==> src/shared/ddrpd_pkg.sv <==
package ddrpd_pkg;
  // link clock period for ns rounding, ns; bench link clock is 80 ns
  localparam int LINK_CK_NS = 125;
  localparam int LINK_DIV = 4;
  // times in link clock cycles (nCK); _NS names in ns
  localparam int PD_EXIT_NCK = 4;
  localparam int PD_EXIT_NS = 6;
  localparam int CKE_PULSE_NCK = 3;
  localparam int CKE_PULSE_NS = 5;
  localparam int CMD_DISABLE_NCK = 4;
  localparam int ACT_PDE_NCK = 2;
  localparam int RD_PDE_EXTRA = 5;
  localparam int WR_BL8_EXTRA = 4;
  localparam int WR_BC4_EXTRA = 2;
  localparam int MOD_NCK = 24;
  localparam int PDA_MRS_NCK = 16;
  localparam int PDA_MRS_NS = 10;
  localparam int LVL_DQS_EN_NCK = 25;
  localparam int LVL_FIRST_STROBE_NCK = 40;
  localparam int PARITY_LATENCY = 4;
  localparam int PAR_ALERT_ON_NS = 6;
  localparam int PAR_ALERT_PW_MIN = 56;
  localparam int PAR_ALERT_PW_MAX = 128;
  localparam int PAR_ALERT_RSP_NCK = 57;
  localparam int CRC_ALERT_MIN_NS = 3;
  localparam int CRC_ALERT_MAX_NS = 13;
  localparam int CHECKSUM_ALERT_PULSE_WIDTH_MIN = 6;
  localparam int CHECKSUM_ALERT_PULSE_WIDTH_MAX = 10;
  localparam int RL = 15;
  localparam int WL = 11;
  localparam int WR_NCK = 16;
  // system clock period, ns
  localparam int SYS_NS = 10;
  // ns minimum at link period rounded up, then max with nCK term
  localparam int PD_EXIT_CYC =
    ((PD_EXIT_NS + LINK_CK_NS - 1) / LINK_CK_NS > PD_EXIT_NCK) ?
    (PD_EXIT_NS + LINK_CK_NS - 1) / LINK_CK_NS : PD_EXIT_NCK;
  localparam int CKE_PULSE_CYC =
    ((CKE_PULSE_NS + LINK_CK_NS - 1) / LINK_CK_NS > CKE_PULSE_NCK) ?
    (CKE_PULSE_NS + LINK_CK_NS - 1) / LINK_CK_NS : CKE_PULSE_NCK;
  localparam int PDA_MRS_CYC =
    ((PDA_MRS_NS + LINK_CK_NS - 1) / LINK_CK_NS > PDA_MRS_NCK) ?
    (PDA_MRS_NS + LINK_CK_NS - 1) / LINK_CK_NS : PDA_MRS_NCK;
  // alert delays in system cycles: longest rounds down, min one
  localparam int PAR_ALERT_ON_SYS = (PAR_ALERT_ON_NS / SYS_NS) < 1 ? 1 :
                                    PAR_ALERT_ON_NS / SYS_NS;
  localparam int CRC_ALERT_SYS = (CRC_ALERT_MAX_NS / SYS_NS) < 1 ? 1 :
                                 CRC_ALERT_MAX_NS / SYS_NS;
  localparam int PAR_ALERT_PW = 64;
  localparam int CHECKSUM_ALERT_PULSE_WIDTH = 8;

  typedef enum logic [2:0] {
    DDRPD_CMD_DES, DDRPD_CMD_ACT, DDRPD_CMD_PRE, DDRPD_CMD_REF,
    DDRPD_CMD_RD, DDRPD_CMD_WR, DDRPD_CMD_WRA, DDRPD_CMD_MRS
  } ddrpd_cmd_t;
endpackage

==> src/shared/ddrpd_if.sv <==
`timescale 1ns/1ps
interface ddrpd_if;
  logic       ck;
  logic       cke;
  logic [2:0] cmd;
  logic       par_err;
  logic       crc_err;
  logic       alert_n;
  modport ctrl (output ck, output cke, output cmd, output par_err, output crc_err,
                input alert_n);
  modport dram (input ck, input cke, input cmd, input par_err, input crc_err,
                output alert_n);
endinterface

==> src/logic/ddrpd_ctrl.sv <==
`timescale 1ns/1ps
module ddrpd_ctrl (
  input  wire logic       CLK,       // system clock
  input  wire logic       RST,       // async reset
  ddrpd_if.ctrl           LINK,      // link to device
  input  wire logic [2:0] REQ_CMD,   // requested command
  input  wire logic       REQ_VALID, // request present
  output logic            REQ_READY, // pulse: request issued
  input  wire logic       REQ_PD,    // level: want power-down
  input  wire logic       PDA_MODE,  // per-device addressing on
  input  wire logic       BC4_FIXED, // burst-chop-four fixed
  input  wire logic       PAR_PERSIST, // persistent parity mode
  input  wire logic       INJ_PAR,   // corrupt next parity
  input  wire logic       INJ_CRC,   // corrupt next write data
  output logic            IN_PD,     // device in power-down
  output logic            ALERT_SEEN // alert observed
);
  import ddrpd_pkg::*;

  typedef struct packed {
    logic [1:0] div;
    logic       ck;
    logic       cke;
    logic [2:0] cmd;
    logic       par;
    logic       crc;
    logic [7:0] cke_hold;
    logic [7:0] pde_wait;
    logic [7:0] cmd_wait;
    logic [7:0] mrs_wait;
    logic [7:0] mod_wait;
    logic [7:0] pd_time;
    logic       ready;
    logic [1:0] al_s;
    logic       alert;
  } ddrpd_ctrl_st_t;

  ddrpd_ctrl_st_t st_reg, st_next;

  function automatic logic [7:0] mx(input logic [7:0] a, input int b);
    mx = (a > 8'(b)) ? a : 8'(b);
  endfunction

  logic edge_now;
  assign edge_now = (st_reg.div == 2'(LINK_DIV - 1)) & ~st_reg.ck;

  always_comb begin
    st_next = st_reg;
    st_next.ready = 1'b0;
    st_next.al_s = {st_reg.al_s[0], ~LINK.alert_n};
    st_next.alert = st_reg.al_s[1];
    st_next.div = st_reg.div + 2'h1;
    if (st_reg.div == 2'(LINK_DIV - 1)) begin
      st_next.div = 2'h0;
      st_next.ck = ~st_reg.ck;
    end
    if (edge_now) begin
      st_next.cmd = 3'h0;
      st_next.par = 1'b0;
      st_next.crc = 1'b0;
      if (st_reg.cke_hold != 8'h0) st_next.cke_hold = st_reg.cke_hold - 8'h1;
      if (st_reg.pde_wait != 8'h0) st_next.pde_wait = st_reg.pde_wait - 8'h1;
      if (st_reg.cmd_wait != 8'h0) st_next.cmd_wait = st_reg.cmd_wait - 8'h1;
      if (st_reg.mrs_wait != 8'h0) st_next.mrs_wait = st_reg.mrs_wait - 8'h1;
      if (st_reg.mod_wait != 8'h0) st_next.mod_wait = st_reg.mod_wait - 8'h1;
      if (!st_reg.cke) st_next.pd_time = st_reg.pd_time + 8'h1;
      if (st_reg.cke && REQ_PD && st_reg.cke_hold == 8'h0 && st_reg.pde_wait == 8'h0) begin
        st_next.cke = 1'b0;
        st_next.cke_hold = 8'(CKE_PULSE_CYC);
        st_next.pd_time = 8'h0;
        st_next.cmd_wait = 8'(CMD_DISABLE_NCK);
      end else if (!st_reg.cke) begin
        if (!REQ_PD && st_reg.cke_hold == 8'h0) begin
          st_next.cke = 1'b1;
          st_next.cke_hold = 8'(CKE_PULSE_CYC);
          st_next.cmd_wait = 8'(PD_EXIT_CYC);
        end
      end else if (st_reg.alert && PAR_PERSIST) begin
        st_next.cmd = 3'h0;
      end else if (REQ_VALID && !REQ_PD && st_reg.cmd_wait == 8'h0 &&
                   !(REQ_CMD == 3'(DDRPD_CMD_MRS) && st_reg.mrs_wait != 8'h0) &&
                   !(REQ_CMD != 3'(DDRPD_CMD_MRS) && st_reg.mod_wait != 8'h0)) begin
        st_next.cmd = REQ_CMD;
        st_next.par = INJ_PAR;
        st_next.ready = 1'b1;
        unique case (ddrpd_cmd_t'(REQ_CMD))
          DDRPD_CMD_ACT, DDRPD_CMD_PRE, DDRPD_CMD_REF:
            st_next.pde_wait = mx(st_reg.pde_wait, ACT_PDE_NCK);
          DDRPD_CMD_RD:
            st_next.pde_wait = mx(st_reg.pde_wait, RL + RD_PDE_EXTRA);
          DDRPD_CMD_WR: begin
            st_next.crc = INJ_CRC;
            st_next.pde_wait = mx(st_reg.pde_wait, WL + WR_NCK +
              (BC4_FIXED ? WR_BC4_EXTRA : WR_BL8_EXTRA));
          end
          DDRPD_CMD_WRA: begin
            st_next.crc = INJ_CRC;
            st_next.pde_wait = mx(st_reg.pde_wait, WL + WR_NCK + 1 +
              (BC4_FIXED ? WR_BC4_EXTRA : WR_BL8_EXTRA));
          end
          DDRPD_CMD_MRS: begin
            st_next.pde_wait = mx(st_reg.pde_wait, MOD_NCK);
            if (PDA_MODE) begin
              st_next.mrs_wait = 8'(PDA_MRS_CYC);
              st_next.mod_wait = 8'(MOD_NCK);
            end
          end
          DDRPD_CMD_DES: st_next.ready = 1'b1;
        endcase
      end
    end
  end

  always_ff @(posedge CLK or posedge RST) begin
    if (RST) begin
      st_reg <= '0;
      st_reg.cke <= 1'b1;
    end else begin
      st_reg <= st_next;
    end
  end

  assign LINK.ck = st_reg.ck;
  assign LINK.cke = st_reg.cke;
  assign LINK.cmd = st_reg.cmd;
  assign LINK.par_err = st_reg.par;
  assign LINK.crc_err = st_reg.crc;
  assign REQ_READY = st_reg.ready;
  assign IN_PD = ~st_reg.cke;
  assign ALERT_SEEN = st_reg.alert;
endmodule // ddrpd_ctrl

==> src/flat_wrapper.sv <==
// flat-port wrapper written by rule: the top's interface ports become plain ports
module ddrpd_ctrl_flat import ddrpd_pkg::*;
  (CLK, RST, REQ_CMD, REQ_VALID, REQ_READY, REQ_PD, PDA_MODE, BC4_FIXED, PAR_PERSIST, INJ_PAR, INJ_CRC, IN_PD, ALERT_SEEN, LINK_ck, LINK_cke, LINK_cmd, LINK_par_err, LINK_crc_err, LINK_alert_n);
  ddrpd_if LINK_i ();
  input  wire logic CLK;
  input  wire logic RST;
  input  wire logic [2:0] REQ_CMD;
  input  wire logic REQ_VALID;
  output logic REQ_READY;
  input  wire logic REQ_PD;
  input  wire logic PDA_MODE;
  input  wire logic BC4_FIXED;
  input  wire logic PAR_PERSIST;
  input  wire logic INJ_PAR;
  input  wire logic INJ_CRC;
  output logic IN_PD;
  output logic ALERT_SEEN;
  output wire logic [$bits(LINK_i.ck)-1:0] LINK_ck;
  output wire logic [$bits(LINK_i.cke)-1:0] LINK_cke;
  output wire logic [$bits(LINK_i.cmd)-1:0] LINK_cmd;
  output wire logic [$bits(LINK_i.par_err)-1:0] LINK_par_err;
  output wire logic [$bits(LINK_i.crc_err)-1:0] LINK_crc_err;
  input wire logic [$bits(LINK_i.alert_n)-1:0] LINK_alert_n;
  assign LINK_ck = LINK_i.ck;
  assign LINK_cke = LINK_i.cke;
  assign LINK_cmd = LINK_i.cmd;
  assign LINK_par_err = LINK_i.par_err;
  assign LINK_crc_err = LINK_i.crc_err;
  assign LINK_i.alert_n = LINK_alert_n;
  ddrpd_ctrl u_core (.CLK(CLK), .RST(RST), .LINK(LINK_i), .REQ_CMD(REQ_CMD), .REQ_VALID(REQ_VALID), .REQ_READY(REQ_READY), .REQ_PD(REQ_PD), .PDA_MODE(PDA_MODE), .BC4_FIXED(BC4_FIXED), .PAR_PERSIST(PAR_PERSIST), .INJ_PAR(INJ_PAR), .INJ_CRC(INJ_CRC), .IN_PD(IN_PD), .ALERT_SEEN(ALERT_SEEN));
endmodule
==> config.mk <==
export PLATFORM = sky130hd
export DESIGN_NAME = ddrpd_ctrl_flat
export DESIGN_NICKNAME = d
export VERILOG_FILES = /design/src/shared/ddrpd_pkg.sv /design/src/shared/ddrpd_if.sv /design/src/logic/ddrpd_ctrl.sv /design/src/flat_wrapper.sv
export SDC_FILE = /design/constraint.sdc
export NUM_CORES = 1
export LEC_CHECK = 0
export BUFFER_PORTS_ARGS = -buffer_cell sky130_fd_sc_hd__buf_4
export CAP_MARGIN = 40
export CORE_ASPECT_RATIO = 1.75
export CORE_UTILIZATION = 60
export CTS_CLUSTER_DIAMETER = 80
export DETAILED_ROUTE_END_ITERATION = 10
export GPL_ROUTABILITY_DRIVEN = 1
export HOLD_SLACK_MARGIN = 0.12
export PLACE_DENSITY = 0.76
export SYNTH_ARGS = -nofsm -noshare
export SYNTH_HDL_FRONTEND = slang
export SYNTH_SLANG_ARGS = --single-unit
==> constraint.sdc <==
create_clock -name CLK -period 3.42 [get_ports CLK]
set_input_delay 0.684 -clock CLK [delete_from_list [all_inputs] [get_ports CLK]]
set_output_delay 0.684 -clock CLK [all_outputs]
set_load 0.01 [all_outputs]
==> run_results.csv, run 1 <==
group,metric,value,unit
run_status,status,"completed",
synthesis,synth_edf_count,0,
synthesis,ys.flop_type,"dfrtp_1",
placed_design,pre_cts_slack,0.619,ns
sta,rsz0062_at_grt,"no",
sta,finalCritPeriodShare,80.0,%
synthesis,synth_area,0.00322,mm2
drt,drc,0,
worst_hold_path,worstHoldPathType,"in2async",
clock_tree,htree_levels,2,
synthesis,yosys_register_bits,53,
power_and_ir_drop,powerDensity,385,mW/mm2
clock_tree,clkTransAtPathRegs,0.10,ns
sta,slew_viol_final,0,
clock_tree,cts_max_path_buffers,2,
worst_setup_path,cp_slowest_stage_delay,0.45,ns
worst_setup_path,crit_chain,"inv_1 -> ha_1 -> nor4b_1 -> nand3_1 -> a211o_1 -> and2_4 -> or2_1 -> mux2_4",
placed_design,gp_congestion,0.899,
sta,layout_setup_ws,0.683,ns
cells_and_area,syn_to_final_growth,8.85,%
power_and_ir_drop,p_leak,1.52,nW
placed_design,place_hpwl,5530,um
sta,hold_viol,0,
grt,grt_pass1_vias,2784,
worst_setup_path,end_kind,"flop",
clock_tree,ctsRootBufferMaster,"clkbuf_8",
worst_setup_path,cp.arrival,2.94,ns
cells_and_area,diodes,0,
floorplan,die_x,57.4,um
worst_setup_path,worst-path-max-fanout,15,
sta,slew_headroom,59.6,%
grt,grt-ovfl-total,0,
floorplan,rows,35,
drt,drt-met1-wl,2850,um
clock_tree,clk-insertion-delay-late,0.30,ns
drt,drtIter0Drc,127,
synthesis,syn_area_per_cell,8.73,um2
grt,antenna_found_initial,0,
grt,grt_usage,28.3,%
grt,grt_max_degree,39,
clock_tree,clkSinkCount,53,
floorplan,initial_core_util,61.8,%
drt,vias,2772,
drt,wl_met2,3900,um
synthesis,syn_nets,399,
cells_and_area,nets,415,
sta,worstMarginPinSlew,0.600,ns
sta,setup_tns,0,ns
drt,ant_nets,0,
sta,fin_skew,0.0107,ns
grt,grt_pass1_wl,12400,um
worst_setup_path,crit_type,"reg2reg",
clock_tree,cts_tree,"done",
drt,route.met3.wl,184,um
synthesis,syn_inst,369,
floorplan,coreArea,0.00521,mm2
sta,fmax,365,MHz
power_and_ir_drop,peakVddDrop,0.000417,V
sta,min_period,2.74,ns
flow_run,cap_violations,0,
clock_tree,cts_setup_buffers,0,
cells_and_area,final_common_cell,"dfrtp_1",
worst_setup_path,required,3.62,ns
cells_and_area,drive_gt1_share,12.4,%
cells_and_area,largest_reg_flops,42,
clock_tree,post_cts_resized,0,
drt,wirelength,7240,um
synthesis,async_flop_share,100,%
floorplan,die_h,99.0,um
synthesis,synth_seq_area_share,41.2,%
synthesis,yosysWarnings,0,
drt,dr.pass1.iters,4,
worst_setup_path,cpMaxStageDelayCell,"a211o_1",
clock_tree,cts_buffers,5,
placed_design,portBuffers,22,
sta,finalSetupViolations,0,
cells_and_area,final_cell_mix,"52 x dfrtp_1, 43 x nand2_1, 39 x o21ai_0",
drt,routedWlPerCell,16.4,um
floorplan,ios,23,
floorplan,dieArea,0.00568,mm2
synthesis,yosysUniqueCellTypes,58,
clock_tree,cts_hold_buffers,0,
worst_setup_path,setup.worst_path.start_class,"flop",
drt,top_layer,"met4",
drt,vias_per_cell,6.29,
[synth_stat cells, drive strengths merged, types with 6 or more instances]
cell,instances,area (um2)
a21oi,19,95.1
a22o,6,52.6
a31oi,6,37.5
buf,6,50.0
clkbuf,13,48.8
dfrtp,52,1300
ha,17,213
inv,22,82.6
nand2,43,161
nand3,9,57.6
nor2,29,109
nor3,22,110
o21ai,40,200
o22ai,7,43.8
[cell families after synthesis]
family | Yosys count | share of synthesized area [%]
DFF | 53 | 41.2
AOI/OAI and AO/OA | 106 | 20.5
muxes | 4 | 1.47
buffers and inverters | 41 | 5.63
and+or+nand+nor | 143 | 23.3
adders and majority gates | 17 | 6.60
xor gates and xnor gates | 5 | 1.36
[per-stage QoR]
| step | power (mW) | hold slack, ns | cells | utilization [%] | instance area (um2) |
|---|---|---|---|---|---|
| finish | 1.35 | 0.337 | 441 | 67.3 | 3510 |
| floorplan | 0.912 | 0.331 | 369 | - | 3220 |
| detailed placement | 1.00 | 0.339 | 433 | 65.7 | 3420 |
| global route | 1.41 | 0.373 | 441 | 67.3 | 3510 |
| global placement | 0.999 | 0.337 | 432 | 65.3 | 3400 |
| CTS | 1.36 | 0.353 | 441 | 67.3 | 3510 |
[routing by layer]
layer | global-route usage [%] | vias up
met3 | 3.94 | 20
met1 | 30.8 | 1331
met4 | 17.3 | 0
li1 | - | 1366
met5 | 0 | -
met2 | 50.4 | 55
[layout make-up]
class,instances,area (um2)
Timing Repair Buffer,28,223
Tap cell,55,68.8
Clock inverter,2,13.8
Inverter,22,82.6
Sequential cell,53,1330
Fill cell,456,1700
Multi-Input combinational cell,275,1720
Clock buffer,6,72.6
[worst max-delay path: cells and delay by family (launching register included)]
family	cells	cell delay (ns)
AO/OA/AOI/OAI	1	0.45
adder cells (fa/ha/maj)	1	0.23
buffers and inverters	1	0.11
flip-flops	1	0.41
multiplexers	1	0.33
AND/OR/NAND/NOR	4	1.11
[power by group]
| part | internal (mW) | switching (mW) | total [mW] |
|---|---|---|---|
| clock network | 0.146 | 0.207 | 0.353 |
| registers | 0.666 | 0.0850 | 0.751 |
| logic | 0.110 | 0.135 | 0.245 |
[final timing paths]
kind                                   start                 to  slack (ns)  depth (start not counted)
setup / recovery           u_core.st_reg[20]  u_core.st_reg[40]        0.68                          8
hold / removal                           RST  u_core.st_reg[29]        0.34                          2
setup reg to reg           u_core.st_reg[20]  u_core.st_reg[40]        0.68                          8
hold reg to reg            u_core.st_next[0]  u_core.ALERT_SEEN        0.36                          0
max in group asynchronous                RST    u_core.LINK.cke        2.52                          3
min in group CLK           u_core.st_next[0]  u_core.ALERT_SEEN        0.36                          0
No activity file was read; power rests on OpenSTA's default activity.
==> run 2: changes to the inputs <==
- CORE_UTILIZATION: 60 -> 55
- PLACE_DENSITY: 0.76 -> 0.74
- clock period: 3.42 -> 2.25 ns (I/O delays scaled with it)
==> run_results.csv, run 2 (synthesis results as in run 1) <==
group,metric,value,unit
drt,ant_nets,0,
clock_tree,cts_buffers,5,
grt,grt_max_degree,34,
drt,drc,0,
sta,slew_viol_final,0,
grt,grt_pass1_wl,12500,um
sta,rsz0062_at_grt,"yes",
placed_design,gp_congestion,0.991,
placed_design,place_hpwl,6140,um
clock_tree,ctsRootBufferMaster,"clkbuf_8",
flow_run,cap_violations,0,
placed_design,placed_area,0.00381,mm2
grt,grt-ovfl-total,0,
cells_and_area,final_common_cell,"buf_4",
drt,wirelength,8280,um
sta,finalSetupViolations,0,
worst_setup_path,setup.worst_path.start_class,"flop",
worst_setup_path,r2r_setup_slack,0.03,ns
worst_setup_path,reg2regPathDepth,9,
floorplan,initial_core_util,57.7,%
drt,dr.pass1.iters,4,
drt,routedWlPerCell,16.0,um
grt,grt_usage,27.6,%
drt,drtIter0Drc,213,
grt,antenna_found_initial,0,
worst_setup_path,reg2reg_to,"u_core.st_reg[18]",
drt,vias,3006,
sta,min_period,2.22,ns
clock_tree,cts_hold_buffers,0,
cells_and_area,final_area,0.00403,mm2
worst_setup_path,required,2.44,ns
grt,grt_pass1_vias,2826,
floorplan,rows,36,
sta,fin_skew,0.0108,ns
worst_hold_path,worstHoldPathType,"in2async",
clock_tree,htree_levels,2,
clock_tree,clkSinkCount,53,
worst_setup_path,end_kind,"flop",
power_and_ir_drop,p_leak,1.80,nW
sta,hold_viol,0,
sta,finalCritPeriodShare,98.6,%
worst_setup_path,worst-path-max-fanout,5,
worst_setup_path,timing.rr.start,"u_core.st_reg[17]",
sta,fmax,451,MHz
drt,vias_per_cell,5.83,
cells_and_area,nets,469,
floorplan,die_x,59.9,um
cells_and_area,largest_reg_flops,42,
sta,worstMarginPinSlew,0.471,ns
worst_setup_path,cp.arrival,2.41,ns
cells_and_area,final_cell_mix,"77 x buf_4, 52 x dfrtp_1, 43 x nand2_1",
cells_and_area,syn_to_final_growth,24.9,%
clock_tree,clkTransAtPathRegs,0.09,ns
run_status,status,"completed",
floorplan,dieArea,0.00618,mm2
clock_tree,clk-insertion-delay-late,0.32,ns
clock_tree,cts_max_path_buffers,2,
floorplan,coreArea,0.00559,mm2
clock_tree,cts_tree,"done",
placed_design,portBuffers,22,
power_and_ir_drop,peakVddDrop,0.000478,V
worst_setup_path,crit_type,"reg2reg",
power_and_ir_drop,fin_total_pwr,2.14,mW
floorplan,die_h,103,um
sta,slew_headroom,68.6,%
power_and_ir_drop,powerDensity,531,mW/mm2
floorplan,ios,23,
cells_and_area,drive_gt1_share,25.9,%
cells_and_area,diodes,0,
-- run 2: cell count changes in the layout (fill, tap and decap cells not counted), moves of 2 or more --
| cell | delta |
|---|---|
| buf_4 | +50 |
| buf_2 | +2 |
| buf_6 | +2 |
| inv_1 | -2 |
| inv_2 | +2 |
| o21ai_0 | -2 |
-- run 2: area by class of cell --
type	count	area, um2
sequential	53	1330
multi-input combinational	275	1810
timing repair buffer	82	631
fill	458	1560
inverter	22	82.6
tap	76	95.1
clock inverter	1	5.00
clock buffer	7	76.3
-- run 2: stage by stage --
stage	util [%]	instances	hold slack [ns]	setup WS [ns]	setup TNS, ns
floorplan	-	369	0.331	-0.0683	-0.0683
global placement	68.3	497	0.345	-0.114	-0.258
detailed placement	68.3	497	0.338	-0.160	-0.524
CTS	69.9	505	0.154	0.0311	0
global route	72.1	516	0.183	-0.111	-0.461
finish	72.1	516	0.141	0.0308	0
-- run 2: power breakdown --
part           switching [mW]  leakage, nW  internal, mW  total [mW]
clock                   0.304       0.0422         0.219       0.523
sequential             0.0809        0.644          1.01        1.09
combinational           0.273         1.11         0.248       0.521
-- run 2: timing repair --
action,in CTS,in global routing
cloned,0,1
resized for setup,2,11
pin swaps,1,7
setup endpoints to repair,2,11
setup buffers,0,10
-- run 2: how the worst max path moves through the flow --
stage	slack, ns	startpoint	end
2_1_floorplan	-0.07	u_core.st_reg[31]	u_core.st_reg[40]
3_3_place_gp	-0.11	BC4_FIXED	u_core.st_reg[40]
3_5_place_dp	-0.16	BC4_FIXED	u_core.st_reg[40]
4_1_cts	0.03	u_core.st_reg[21]	u_core.st_reg[39]
5_1_grt	-0.11	u_core.st_reg[17]	u_core.st_reg[18]
6_report	0.03	u_core.st_reg[17]	u_core.st_reg[18]
-- run 2: routing by layer --
layer | global-route usage [%] | up-vias | share of wire, %
li1 | - | 1468 | -
met1 | 28.0 | 1423 | 37
met2 | 51.2 | 87 | 54
met3 | 3.98 | 28 | 3.4
met4 | 16.6 | 0 | 4.8
met5 | 0 | - | 0
-- run 2: critical path, stage by stage (launching register included) --
cell,delay [ns]
dfrtp_1,0.41
nor4_2,0.27
buf_4,0.16
nand4b_1,0.15
buf_4,0.18
a2111oi_4,0.39
buf_4,0.22
a21oi_1,0.05
o21ai_0,0.16
o21ai_0,0.11
==> run 3: changes to the inputs <==
- SETUP_SLACK_MARGIN: unset -> 0.3
==> run_results.csv, run 3 (synthesis results as in run 1) <==
group,metric,value,unit
run_status,status,"completed",
worst_setup_path,worst-path-max-fanout,7,
flow_run,cap_violations,0,
power_and_ir_drop,clkPwrFrac,25.2,%
sta,finalSetupViolations,0,
power_and_ir_drop,powerDensity,545,mW/mm2
floorplan,rows,36,
sta,min_period,2.16,ns
drt,vias,3184,
grt,grt_usage,29.8,%
cells_and_area,final_area,0.00429,mm2
cells_and_area,fin_util,76.7,%
cells_and_area,final_common_cell,"buf_4",
sta,fin_skew,0.00384,ns
worst_setup_path,crit_type,"reg2reg",
cells_and_area,drive_gt1_share,32.5,%
sta,hold_viol,0,
clock_tree,ctsRootBufferMaster,"clkbuf_8",
cells_and_area,ff_latch_area,0.00133,mm2
placed_design,placed_area,0.00380,mm2
sta,slew_viol_final,0,
clock_tree,clk-insertion-delay-late,0.31,ns
grt,grt_max_degree,27,
worst_setup_path,cp.arrival,2.36,ns
floorplan,initial_core_util,57.7,%
clock_tree,cts_tree,"done",
sta,worstMarginPinSlew,0.576,ns
power_and_ir_drop,p_sw_share,30.7,%
cells_and_area,nets,478,
power_and_ir_drop,intPower,1.62,mW
sta,rsz0062_at_grt,"yes",
floorplan,die_x,59.9,um
drt,drc,0,
cells_and_area,largest_reg_flops,42,
placed_design,placedCellCount,494,
sta,hold_ws,0.187,ns
floorplan,coreArea,0.00559,mm2
drt,ant_nets,0,
worst_setup_path,required,2.45,ns
sta,fmax,462,MHz
worst_setup_path,crit_chain,"inv_2 -> ha_4 -> nor4b_4 -> nand3_1 -> a211o_1 -> and2_4 -> or2_4 -> mux2_4",
power_and_ir_drop,switchingPower,0.716,mW
cells_and_area,final_cell_mix,"82 x buf_4, 51 x dfrtp_1, 42 x nand2_1",
placed_design,portBuffers,22,
clock_tree,htree_levels,2,
cells_and_area,finalNonFillerCells,525,
worst_setup_path,setup.worst_path.start_class,"flop",
cells_and_area,fillers,408,
clock_tree,clkTransAtPathRegs,0.09,ns
placed_design,place_hpwl,5990,um
power_and_ir_drop,p_comb_share,27.6,%
power_and_ir_drop,peakVddDrop,0.000481,V
grt,grt_pass1_wl,13900,um
floorplan,dieArea,0.00618,mm2
grt,grt-ovfl-total,0,
grt,grt_pass1_vias,3083,
drt,routedWlPerCell,16.5,um
clock_tree,cts_buffers,5,
cells_and_area,multi_input_area,0.00195,mm2
worst_setup_path,cp_slowest_stage_delay,0.41,ns
floorplan,ios,23,
power_and_ir_drop,seq_power_share,47.2,%
grt,antenna_found_initial,0,
drt,dr.pass1.iters,5,
floorplan,die_h,103,um
clock_tree,cts_max_path_buffers,2,
drt,wirelength,8670,um
sta,finalCritPeriodShare,96.2,%
cells_and_area,syn_to_final_growth,33.0,%
drt,drtIter0Drc,177,
cells_and_area,diodes,0,
sta,slew_headroom,61.3,%
worst_setup_path,end_kind,"flop",
power_and_ir_drop,p_leak,1.90,nW
worst_hold_path,worstHoldPathType,"in2async",
drt,vias_per_cell,6.06,
worst_setup_path,cpMaxStageDelayCell,"dfrtp_1",
worst_setup_path,reg2regPathDepth,8,
clock_tree,clkSinkCount,53,
clock_tree,cts_hold_buffers,0,
placed_design,gp_congestion,0.971,
-- run 3: critical path: cells and delay by family (launching register included) --
kind            cells  cell delay (ns)
mux                 1             0.30
buf+inv             1             0.09
simple gates        4             0.76
fa+ha+maj           1             0.14
flops               1             0.41
compound gates      1             0.34
-- run 3: routing by layer --
| layer | vias to the layer above | GRT usage, % | wire length [um] |
|---|---|---|---|
| li1 | 1494 | - | - |
| met1 | 1523 | 32.1 | 3160 |
| met2 | 128 | 54.3 | 4660 |
| met3 | 39 | 3.86 | 419 |
| met4 | 0 | 16.5 | 434 |
| met5 | - | 0 | 0 |
-- run 3: stage by stage --
| stage | TNS, ns | power [mW] | setup WS, ns |
|---|---|---|---|
| after global placement | -0.275 | 1.59 | -0.112 |
| after global routing | -0.0181 | 2.45 | -0.0181 |
| after detailed placement | -0.627 | 1.61 | -0.169 |
| after floorplan | -0.0683 | 1.40 | -0.0683 |
| final | 0 | 2.33 | 0.0859 |
| after CTS | 0 | 2.25 | 0.0838 |
-- run 3: cell type report --
type                    instances  area share, %
clock buffers                   7           2.25
clock inverters                 1          0.117
inverters                      22           1.93
multi-input cells             275           45.6
flip-flops and latches         53           31.0
well taps                      76           2.22
repair buffers                 91           16.9
-- run 3: final timing paths --
check | startpoint | endpoint | slack (ns)
min in group CLK | LINK_alert_n | u_core.st_next[2] | 0.27
max in group asynchronous | RST | u_core.LINK.cke | 1.39
hold / removal | RST | u_core.LINK.cmd[0] | 0.19
setup reg to reg | u_core.st_reg[20] | u_core.st_reg[40] | 0.09
setup / recovery | u_core.st_reg[20] | u_core.st_reg[40] | 0.09
hold reg to reg | u_core.st_next[0] | u_core.ALERT_SEEN | 0.37
-- run 3: repair_timing --
item / in CTS / in global routing
setup buffers: 14 / 8
cloned: 1 / 0
setup endpoints to repair: 30 / 32
pin swaps: 12 / 17
resized for setup: 36 / 30
-- run 3: power by group through the flow --
stage	clock, mW	combinational [mW]	sequential, mW
6_report	0.587	0.645	1.10
5_1_grt	0.637	0.703	1.11
4_1_cts	0.596	0.561	1.10
3_5_place_dp	0	0.490	1.12
3_3_place_gp	0	0.477	1.12
2_1_floorplan	0	0.311	1.09
